## src/host_port_pkg.sv

```systemverilog
// Shared constants for the SRAM-like host bus port.
// Assumes a single 25 MHz core clock and pins already synchronous to it.
package host_port_pkg;
  // =========================================
  // Widths
  localparam int DATA_W = 16;
  localparam int ADDR_W = 7;
  localparam int SEL_W = 2;
  // =========================================
  // Address decode: word address A[7:1]
  localparam logic [6:0] ADDR_RX_DATA = 7'h00;
  localparam logic [6:0] ADDR_RX_STATUS = 7'h20;
  localparam logic [6:0] ADDR_TX_STATUS = 7'h24;
  localparam logic [6:0] ADDR_RX_LEVEL = 7'h3E;
  localparam logic [6:0] ADDR_TX_LEVEL = 7'h40;
  localparam logic [6:0] ADDR_DROP_CNT = 7'h50;
  localparam logic [6:0] ADDR_ENDIAN = 7'h32;
  localparam logic [15:0] ENDIAN_WORD = 16'h4321;
  localparam logic [15:0] UNMAPPED_WORD = 16'h0000;
  // =========================================
  // Timing
  localparam int CLK_NS = 40;
  localparam int BURST_MAX_WORDS = 16;
  localparam int ADDR_HOLD_NS = 45;
  localparam int ADDR_DATA_NS = 40;
  localparam int ADDR_DATA_CYC = (ADDR_DATA_NS / CLK_NS) < 1 ? 1 : (ADDR_DATA_NS / CLK_NS);
  localparam logic [4:0] BURST_MAX = 5'h10;
  // =========================================
  // Cycle kinds
  typedef enum logic [1:0] {
    CYC_IDLE,
    CYC_READ,
    CYC_WRITE
  } cyc_t;
endpackage

```

## src/sram_like_host_bus_port.sv

```systemverilog
// Host bus port: strobe-framed reads and writes to registers and data FIFOs.
// Assumes strobes, address and data pins are synchronous to clk_in.
`timescale 1ns/1ps
// Notes on behaviour
// - Reads reach registers, FIFOs; counters latched
// - Read starts both low, ends either high
// - Burst reads follow address, up to sixteen
// - Direct select read returns receive FIFO
// - Direct mode decodes A[2:1], ignores A[7:3]
// - Direct select timed like an address
// - Direct burst reads are unlimited
// - Write starts both low, ends either high
// - Direct select write pushes transmit FIFO
module sram_like_host_bus_port
  import host_port_pkg::*;
(
  // Clock and reset
  input wire logic clk_in,
  input wire logic nrst_in,
  // Host strobes and address
  input wire logic host_select_n_in,
  input wire logic read_strobe_n_in,
  input wire logic write_strobe_n_in,
  input wire logic [ADDR_W-1:0] addr_in,
  input wire logic fifo_sel_in,
  // Host data bus
  input wire logic [DATA_W-1:0] data_in,
  output logic [DATA_W-1:0] data_out,
  output logic data_oe_out,
  // Receive data FIFO
  input wire logic [DATA_W-1:0] rx_data_in,
  output logic rx_data_pop_out,
  // Status FIFOs
  input wire logic [DATA_W-1:0] rx_status_in,
  output logic rx_status_pop_out,
  input wire logic [DATA_W-1:0] tx_status_in,
  output logic tx_status_pop_out,
  // Level and counter values
  input wire logic [DATA_W-1:0] rx_fifo_level_info_in,
  input wire logic [DATA_W-1:0] tx_fifo_level_info_in,
  input wire logic [DATA_W-1:0] drop_count_in,
  // Transmit data FIFO push
  output logic [DATA_W-1:0] tx_data_out,
  output logic tx_data_valid_out,
  input wire logic tx_data_ready_in,
  // Register writes and FIFO lane
  output logic [ADDR_W-1:0] reg_wr_addr_out,
  output logic [DATA_W-1:0] reg_wr_data_out,
  output logic reg_wr_out,
  output logic [SEL_W-1:0] fifo_lane_out
);
  // =========================================
  // Cycle framing
  cyc_t cyc_q;
  cyc_t cyc_d;
  logic [ADDR_W-1:0] addr_q;
  logic [DATA_W-1:0] wdata_q;
  logic wsel_q;
  logic [4:0] burst_cnt_q;
  logic [DATA_W-1:0] count_hold_q;
  logic [DATA_W-1:0] data_q;
  logic oe_q;
  logic rx_pop_q;
  logic rxs_pop_q;
  logic txs_pop_q;
  logic reg_wr_q;
  logic [ADDR_W-1:0] reg_addr_q;
  logic [DATA_W-1:0] reg_data_q;
  logic [SEL_W-1:0] lane_q;
  logic buf_valid;

  wire rd_active = !host_select_n_in && !read_strobe_n_in;
  wire wr_active = !host_select_n_in && !write_strobe_n_in;
  wire rd_start = (cyc_q == CYC_IDLE) && rd_active;
  wire wr_start = (cyc_q == CYC_IDLE) && wr_active && !rd_active;
  wire rd_end = (cyc_q == CYC_READ) && !rd_active;
  wire wr_end = (cyc_q == CYC_WRITE) && !wr_active;
  wire addr_step = (cyc_q == CYC_READ) && rd_active && (addr_in != addr_q);
  // Direct mode keeps only the lane bits
  wire [ADDR_W-1:0] eff_addr = fifo_sel_in ? {5'h00, addr_in[1:0]} : addr_in;
  wire read_take = rd_start || addr_step;
  // Ordinary bursts stop following the address past sixteen words
  wire burst_ok = fifo_sel_in || (burst_cnt_q < BURST_MAX);
  wire hit_rx = fifo_sel_in || (addr_in == ADDR_RX_DATA);
  wire hit_rxs = !fifo_sel_in && (addr_in == ADDR_RX_STATUS);
  wire hit_txs = !fifo_sel_in && (addr_in == ADDR_TX_STATUS);
  wire hit_cnt = !fifo_sel_in && (addr_in == ADDR_DROP_CNT);
  wire do_read = read_take && burst_ok;
  // Counter snapshot from the start of the read cycle
  wire [DATA_W-1:0] cnt_word = (cyc_q == CYC_READ) ? count_hold_q : drop_count_in;
  logic [DATA_W-1:0] rd_word;

  // Read selection
  always_comb begin
    if (hit_rx) begin
      rd_word = rx_data_in;
    end else if (hit_rxs) begin
      rd_word = rx_status_in;
    end else if (hit_txs) begin
      rd_word = tx_status_in;
    end else if (addr_in == ADDR_RX_LEVEL) begin
      rd_word = rx_fifo_level_info_in;
    end else if (addr_in == ADDR_TX_LEVEL) begin
      rd_word = tx_fifo_level_info_in;
    end else if (hit_cnt) begin
      rd_word = cnt_word;
    end else if (addr_in == ADDR_ENDIAN) begin
      rd_word = ENDIAN_WORD;
    end else begin
      rd_word = UNMAPPED_WORD;
    end
  end

  always_comb begin
    cyc_d = cyc_q;
    case (cyc_q)
      CYC_IDLE: begin
        if (rd_active) begin
          cyc_d = CYC_READ;
        end else if (wr_active) begin
          cyc_d = CYC_WRITE;
        end
      end
      CYC_READ: begin
        if (!rd_active) begin
          cyc_d = CYC_IDLE;
        end
      end
      CYC_WRITE: begin
        if (!wr_active) begin
          cyc_d = CYC_IDLE;
        end
      end
      default: cyc_d = CYC_IDLE;
    endcase
  end

  always_ff @(posedge clk_in or negedge nrst_in) begin
    if (!nrst_in) begin
      cyc_q <= CYC_IDLE;
      addr_q <= '0;
      burst_cnt_q <= 5'h00;
    end else begin
      cyc_q <= cyc_d;
      if (read_take || wr_active) begin
        addr_q <= addr_in;
      end
      if (rd_start) begin
        burst_cnt_q <= 5'h01;
      end else if (do_read && burst_cnt_q != 5'h1F) begin
        burst_cnt_q <= burst_cnt_q + 5'h01;
      end
    end
  end

  // =========================================
  // Read data path
  always_ff @(posedge clk_in or negedge nrst_in) begin
    if (!nrst_in) begin
      data_q <= '0;
      oe_q <= 1'b0;
      count_hold_q <= '0;
      rx_pop_q <= 1'b0;
      rxs_pop_q <= 1'b0;
      txs_pop_q <= 1'b0;
    end else begin
      oe_q <= rd_active && !rd_end;
      if (rd_start) begin
        count_hold_q <= drop_count_in;
      end
      if (do_read) begin
        data_q <= rd_word;
      end
      rx_pop_q <= do_read && hit_rx;
      rxs_pop_q <= do_read && hit_rxs;
      txs_pop_q <= do_read && hit_txs;
    end
  end

  // =========================================
  // Write path
  always_ff @(posedge clk_in or negedge nrst_in) begin
    if (!nrst_in) begin
      wdata_q <= '0;
      wsel_q <= 1'b0;
      reg_wr_q <= 1'b0;
      reg_addr_q <= '0;
      reg_data_q <= '0;
      lane_q <= '0;
    end else begin
      if (wr_active) begin
        wdata_q <= data_in;
        wsel_q <= fifo_sel_in;
      end
      reg_wr_q <= wr_end && !wsel_q;
      if (wr_end && !wsel_q) begin
        reg_addr_q <= addr_q;
        reg_data_q <= wdata_q;
      end
      if (do_read || wr_start) begin
        lane_q <= eff_addr[SEL_W-1:0];
      end
    end
  end

  // Direct writes go to the transmit buffer
  word_buffer u_tx_buf (
    .clk_in(clk_in),
    .nrst_in(nrst_in),
    .fill_data_in(wdata_q),
    .fill_valid_in(wr_end && wsel_q),
    .fill_ready_out(),
    .drain_data_out(tx_data_out),
    .drain_valid_out(buf_valid),
    .drain_ready_in(tx_data_ready_in)
  );

  assign data_out = data_q;
  assign data_oe_out = oe_q;
  assign rx_data_pop_out = rx_pop_q;
  assign rx_status_pop_out = rxs_pop_q;
  assign tx_status_pop_out = txs_pop_q;
  assign tx_data_valid_out = buf_valid;
  assign reg_wr_addr_out = reg_addr_q;
  assign reg_wr_data_out = reg_data_q;
  assign reg_wr_out = reg_wr_q;
  assign fifo_lane_out = lane_q;
endmodule

```

## src/word_buffer.sv

```systemverilog
// Two-entry valid/ready buffer for 16-bit words.
// Assumes one clock and an active-low asynchronous reset.
`timescale 1ns/1ps
module word_buffer
  import host_port_pkg::*;
(
  // Clock and reset
  input wire logic clk_in,
  input wire logic nrst_in,
  // Fill side
  input wire logic [DATA_W-1:0] fill_data_in,
  input wire logic fill_valid_in,
  output logic fill_ready_out,
  // Drain side
  output logic [DATA_W-1:0] drain_data_out,
  output logic drain_valid_out,
  input wire logic drain_ready_in
);
  logic [DATA_W-1:0] head_q;
  logic [DATA_W-1:0] spare_q;
  logic head_v_q;
  logic spare_v_q;
  // Head register feeds the drain side, spare absorbs a stall
  wire head_free = !head_v_q || drain_ready_in;
  wire take = fill_valid_in && !spare_v_q;
  wire head_load = head_free && (spare_v_q || take);
  wire spare_load = !head_free && take;

  always_ff @(posedge clk_in or negedge nrst_in) begin
    if (!nrst_in) begin
      head_v_q <= 1'b0;
      spare_v_q <= 1'b0;
    end else begin
      if (head_free) begin
        head_v_q <= spare_v_q || take;
        spare_v_q <= 1'b0;
      end else if (take) begin
        spare_v_q <= 1'b1;
      end
    end
  end

  always_ff @(posedge clk_in) begin
    if (head_load) begin
      head_q <= spare_v_q ? spare_q : fill_data_in;
    end
    if (spare_load) begin
      spare_q <= fill_data_in;
    end
  end

  assign fill_ready_out = !spare_v_q;
  assign drain_valid_out = head_v_q;
  assign drain_data_out = head_q;
endmodule

```

## config.mk

```make
export PLATFORM = sky130hd
export DESIGN_NAME = sram_like_host_bus_port
export DESIGN_NICKNAME = d
export VERILOG_FILES = /design/src/host_port_pkg.sv /design/src/sram_like_host_bus_port.sv /design/src/word_buffer.sv
export SDC_FILE = /design/constraint.sdc
export NUM_CORES = 1
export LEC_CHECK = 0
export BUFFER_PORTS_ARGS = -buffer_cell sky130_fd_sc_hd__buf_2
export CORE_AREA = 5 5 117 130
export DETAILED_ROUTE_END_ITERATION = 7
export DIE_AREA = 0 0 122 135
export GPL_TIMING_DRIVEN = 0
export PLACE_DENSITY = 0.71
export SYNTH_ARGS = -nofsm -noshare
export SYNTH_HDL_FRONTEND = slang
export SYNTH_HIERARCHICAL = 1
export SYNTH_SLANG_ARGS = --single-unit
```

## constraint.sdc

```tcl
create_clock -name clk_in -period 3.4 [get_ports clk_in]
set_input_delay 0.51 -clock clk_in [delete_from_list [all_inputs] [get_ports clk_in]]
set_output_delay 0.51 -clock clk_in [all_outputs]
set_load 0.05 [all_outputs]
```

* Word level (Yosys, flattened, before mapping)
Cells that the tools add are included.
** Storage, ports and cells
- Word-level logic and storage cells :: 98
- Bits in registers :: 127
** Operators by class
- Add/sub/neg operators :: 1
- $lt $le $gt $ge :: 1
- Multiplexer cells :: 18
- Reductions and logical operators :: 46
- Equality and inequality tests :: 13
** Operators with widths (count)
- $mux W16 :: 8
- $eq A7 B6 Y1 const B :: 4
- $logic_and A1 B1 Y1 :: 23
- $mux W15 :: 1
- $eq A7 B7 Y1 const B :: 2
- $logic_not A1 Y1 :: 11
- $mux W5 :: 2
- $mux W2 :: 4
- $logic_not A7 Y1 :: 1
- $logic_or A1 B1 Y1 :: 7
- $ne A7 B7 Y1 :: 1
- $pmux W2 S3 :: 1
- $add A5 B1 Y5 const B :: 1
- $lt A5 B5 Y1 const B :: 1
- $ne A5 B5 Y1 const B :: 1
- $ne A2 B2 Y1 const B :: 2
- $reduce_bool A2 Y1 :: 2
- $ne A3 B3 Y1 const B :: 1
- $reduce_and A3 Y1 :: 1
- $eq A2 B1 Y1 const B :: 1
- $eq A2 B2 Y1 const B :: 1
- $logic_not A2 Y1 :: 1
- $mux W1 :: 2

* Depth between registers and ports, before layout
- Word-level depth :: 9
- Mapped depth :: 9
- Mapped depth without buffers :: 6

* By module
Netlist, hierarchy kept.
** By module, submodules not included
- sram_like_host_bus_port :: seq. area each 2327.2 um^2, cells an instance 409, instances 1, area each 4739.5 um^2
- word_buffer :: seq. area each 1011.0 um^2, cells an instance 59, instances 1, area each 1287.5 um^2

* Worst setup path before layout
OpenSTA, ideal clock, no wires.
- Path type :: input -> register
- Start :: in write_strobe_n_in
- End :: reg u_tx_buf.spare_q[0] (enable)
- Data arrival time :: 2.622 ns
- Stages :: 5
- Buffers on the path :: 2
- Slack :: 0.365 ns
- Setup time :: 0.413 ns
- Cell sequence :: nor2_1 buf_1 clkbuf_1 nor4bb_1 nor3b_1
** On the way
- Cells in the longest elaborated chain, start to end :: 7
** Ends and longest elaborated chain
- from (decl) :: RTL line sram_like_host_bus_port.sv:23 : input wire logic write_strobe_n_in,
- $logic_not A1 Y1 :: RTL line sram_like_host_bus_port.sv:73 : wire wr_active = !host_select_n_in && !write_strobe_n_in;
- $logic_and A1 B1 Y1 :: RTL line sram_like_host_bus_port.sv:73
- $logic_not A1 Y1
- $logic_and A1 B1 Y1 :: RTL line sram_like_host_bus_port.sv:77 : wire wr_end = (cyc_q == CYC_WRITE) && !wr_active;
- $logic_and A1 B1 Y1 :: RTL line sram_like_host_bus_port.sv:211 : .fill_valid_in(wr_end && wsel_q),
- $logic_and A1 B1 Y1 :: RTL line word_buffer.sv:25 : wire take = fill_valid_in && !spare_v_q;
- $logic_and A1 B1 Y1 :: RTL line word_buffer.sv:27 : wire spare_load = !head_free && take;
- net u_tx_buf.spare_load :: RTL line word_buffer.sv:27
- to (signal assigned) :: RTL line word_buffer.sv:48 : spare_q <= fill_data_in;
- to (decl) :: RTL line word_buffer.sv:20 : logic [DATA_W-1:0] spare_q;
The timed path passes the listed nets, and every way through them passes these cells.
A chain may end at the register's enable or synchronous reset.

* Worst setup path after layout
- Start :: in host_select_n_in
- End :: reg u_tx_buf.head_q[13] (netlist: u_tx_buf/drain_data_out[13]) (enable)
** On the way
- Cells in the longest elaborated chain, start to end :: 8
** Ends and longest elaborated chain
- from (decl) :: RTL line sram_like_host_bus_port.sv:21 : input wire logic host_select_n_in,
- $logic_not A1 Y1 :: RTL line sram_like_host_bus_port.sv:73
- $logic_and A1 B1 Y1 :: RTL line sram_like_host_bus_port.sv:73
- $logic_not A1 Y1
- $logic_and A1 B1 Y1 :: RTL line sram_like_host_bus_port.sv:77
- $logic_and A1 B1 Y1 :: RTL line sram_like_host_bus_port.sv:211
- $logic_and A1 B1 Y1 :: RTL line word_buffer.sv:25
- $logic_or A1 B1 Y1 :: RTL line word_buffer.sv:26 : wire head_load = head_free && (spare_v_q || take);
- $logic_and A1 B1 Y1 :: RTL line word_buffer.sv:26
- net u_tx_buf.head_load :: RTL line word_buffer.sv:26
- to (signal assigned) :: RTL line word_buffer.sv:45 : head_q <= spare_v_q ? spare_q : fill_data_in;
- to (decl) :: RTL line word_buffer.sv:19 : logic [DATA_W-1:0] head_q;
The timed path passes the listed nets, and every way through them passes these cells.

==> impl_metrics.csv <==
group,metric,value,unit
worst_setup_path,setup.worst_path.end_class,"flop",
yosys,ys.warnings.count,6,
global_route,grt_antenna_before_repair,1,
timing,post_route_fraction_of_the_period_consumed_by_the_critical_path,0.791,
layout,drive_above_1_share,0.486,
timing,setup_violations,0,
global_route,grt_pass1_wl,27900,um
worst_setup_path,regToRegStartpoint,"cyc_q[0]",
clocking,cts_num_sinks,127,
clocking,tritoncts.num_buffers,17,
clocking,cts_max_level,4,
floorplanning,core-area,0.0137,mm2
place,place_ws,-0.209,ns
worst_setup_path,setup.reg_to_reg.worst_slack,0.81,ns
floorplanning,start_util,0.440,
route,via_count_of_the_routed_design,4838,
global_route,grtUsageTotal,0.224,
timing,worst_slack,0.710,ns
worst_setup_path,timing.critical_path.arrival,2.72,ns
clocking,clock_tree_from_tritoncts,"built",
layout,n_fill_cell,1195,
yosys,netlist_area,0.00602,mm2
clocking,cts.reportedPaths.clkPinSlew,0.06,ns
pwr,power.leakage,3.37,nW
layout,layout.nets,800,
clocking,cts_root_buffer,"sky130_fd_sc_hd__clkbuf_16",
clocking,cts_setup_buffers,0,
global_route,globalRoute.totalOverflow,0,
worst_setup_path,crit_path_max_fanout,16,
worst_setup_path,reg2reg_depth,7,
worst_setup_path,setup.worst_path.start_class,"primary input",
worst_setup_path,worstSetupPathType,"in -> reg",
clocking,clkLatencyLatePin,0.42,ns
clocking,cts.repair.resized,0,
timing,timing.clock.skew,0.00947,ns
timing,max_slew_margin,0.268,
place,placed_cells,841,
layout,flow.area_growth_from_synthesis,29.7,%
floorplanning,boundaryPins,189,
floorplanning,floorplan.die_area,0.0165,mm2
route,drc_errors,0,
route,drtAntennaViolNets,0,
flow_run,cap_violations,0,
timing,minimum_clock_period_after_layout,2.69,ns
min_path,min_path_type,"in -> async",
place,io_buffers,184,
floorplanning,die_width,122,um
worst_setup_path,critical_path.most_common_cell,"sky130_fd_sc_hd__nor2_1",
yosys,synth_fp_nets,595,
floorplanning,std_cell_rows,45,
route,avgViaCountPerCell,5.54,
run_status,outcome,"complete, no violations",
timing,rsz0062_at_grt,"false",
global_route,grt_max_degree,63,
timing,worst_pin_slew,1.09,ns
route,drt-initial-drc-count,353,
timing,timing_hold_violations_final,0,
global_route,vias_in_the_first_global_route,5199,
layout,post_layout_nonfiller_instances,873,
layout,antennaDiodeCount,0,
timing,fmax,372,MHz
yosys,postSynthCellCount,467,
place,globalplace.congestion,0.890,
worst_setup_path,worst_r2r_endpoint,"data_out[10]",
worst_setup_path,cells_along_the_critical_path,"buf_2 > nor2_1 > buf_1 > clkbuf_1 > nor4bb_1 > nor2_1 > nor2b_2",
route,detail_route.wirelength,18000,um
place,detailed_placement_wirelength_estimate,13800,um
floorplanning,die_h,135,um
clocking,post_cts_hold_buffer_count,0,
worst_setup_path,max_stage_delay,0.68,ns
route,drt_first_pass_iters,6,
clocking,clockBufferDepth,2,
pwr,irDropWorstVdd,0.335,mV
worst_setup_path,worst_path_max_delay_cell,"sky130_fd_sc_hd__nor2b_2",
worst_setup_path,required,3.43,ns
pwr,p_total,5.10,mW
route,wl_per_cell,20.6,um
pwr,power_density,653,mW/mm2
timing,final-max-slew-violation-count,0,
yosys,avgSynthCellArea,12.9,um2
## layout make-up
| cell class | count | area (um2) | share of cell area |
|---|---|---|---|
| clock buffers | 21 | 472 | 0.0604 |
| multi-input cells | 301 | 2490 | 0.319 |
| repair buffers | 186 | 962 | 0.123 |
| inverters | 5 | 18.8 | 0.00240 |
| well taps | 188 | 235 | 0.0301 |
| clock inverters | 11 | 106 | 0.0136 |
| plain buffers | 34 | 188 | 0.0240 |
| flip-flops and latches | 127 | 3340 | 0.427 |
## metal layers
| metal | global-route usage | wire (um) |
|---|---|---|
| met1 | 0.283 | 7310 |
| met2 | 0.369 | 8660 |
| met3 | 0.0683 | 1640 |
| met4 | 0.0710 | 336 |
| met5 | 0 | 11 |
## power breakdown
| part | switching, mW | internal [mW] |
|---|---|---|
| logic | 0.913 | 0.442 |
| clock network | 0.682 | 1.07 |
| registers | 0.154 | 1.84 |
## worst max-delay path, delay by kind of cell
family / cells / cell delay (ns)
AND/OR/NAND/NOR: 4 / 1.41
buffers and inverters: 3 / 0.79
## placed cells by master (no fill, tap or decap), types with 3 or more instances in the layout
master	n
sky130_fd_sc_hd__a21oi_1	14
sky130_fd_sc_hd__a221o_1	9
sky130_fd_sc_hd__a222oi_1	9
sky130_fd_sc_hd__a22o_1	5
sky130_fd_sc_hd__a31oi_1	8
sky130_fd_sc_hd__and2_1	15
sky130_fd_sc_hd__buf_2	193
sky130_fd_sc_hd__buf_4	3
sky130_fd_sc_hd__buf_6	4
sky130_fd_sc_hd__clkbuf_1	18
sky130_fd_sc_hd__clkbuf_16	18
sky130_fd_sc_hd__clkinv_4	3
sky130_fd_sc_hd__clkinvlp_4	3
sky130_fd_sc_hd__dfrtp_1	95
sky130_fd_sc_hd__edfxtp_1	32
sky130_fd_sc_hd__inv_1	5
sky130_fd_sc_hd__mux2_2	83
sky130_fd_sc_hd__mux2_4	8
sky130_fd_sc_hd__mux2i_1	11
sky130_fd_sc_hd__nand2_1	25
sky130_fd_sc_hd__nand2b_1	8
sky130_fd_sc_hd__nand3_1	4
sky130_fd_sc_hd__nand4_1	4
sky130_fd_sc_hd__nor2_1	18
sky130_fd_sc_hd__nor3_1	4
sky130_fd_sc_hd__nor4b_1	4
sky130_fd_sc_hd__o211ai_1	15
sky130_fd_sc_hd__o21ai_0	10
sky130_fd_sc_hd__o22ai_1	5
sky130_fd_sc_hd__xnor2_1	7
## per-stage QoR
step / hold WS [ns] / utilization / cell area (um2) / setup TNS, ns
after floorplan: 0.214 / - / 6020 / 0
after global placement: 0.471 / 0.525 / 7180 / -12.98
after detailed placement: 0.482 / 0.529 / 7230 / -3.33
after CTS: 0.0519 / 0.571 / 7810 / 0
after global routing: 0.0722 / 0.571 / 7810 / 0
final: 0.0493 / 0.571 / 7810 / 0
## flip-flops by register name (all words and copies together) (netlist names), 2 cells and up
| register | flops |
|---|---|
| reg_wr_addr_out | 7 |
| u_tx_buf/drain_data_out | 16 |
| cyc_q | 2 |
| data_out | 16 |
| count_hold_q | 16 |
| u_tx_buf/spare_q | 16 |
| burst_cnt_q | 5 |
| reg_wr_data_out | 16 |
| fifo_lane_out | 2 |
| addr_q | 7 |
| wdata_q | 16 |
## how the worst max path moves through the flow
stage                                  from                           to  slack (ns)  cells after the start
after global placement     host_select_n_in          u_tx_buf/spare_q[7]       -0.78                      6
after floorplan           write_strobe_n_in          u_tx_buf/spare_q[0]        0.36                      5
after CTS                  host_select_n_in  u_tx_buf/drain_data_out[13]        0.22                      7
final                      host_select_n_in  u_tx_buf/drain_data_out[13]        0.71                      7
after global routing       host_select_n_in  u_tx_buf/drain_data_out[13]        0.49                      7
after detailed placement   host_select_n_in  u_tx_buf/drain_data_out[11]       -0.21                      7
Note: power is estimated with default switching activity, not from simulation.
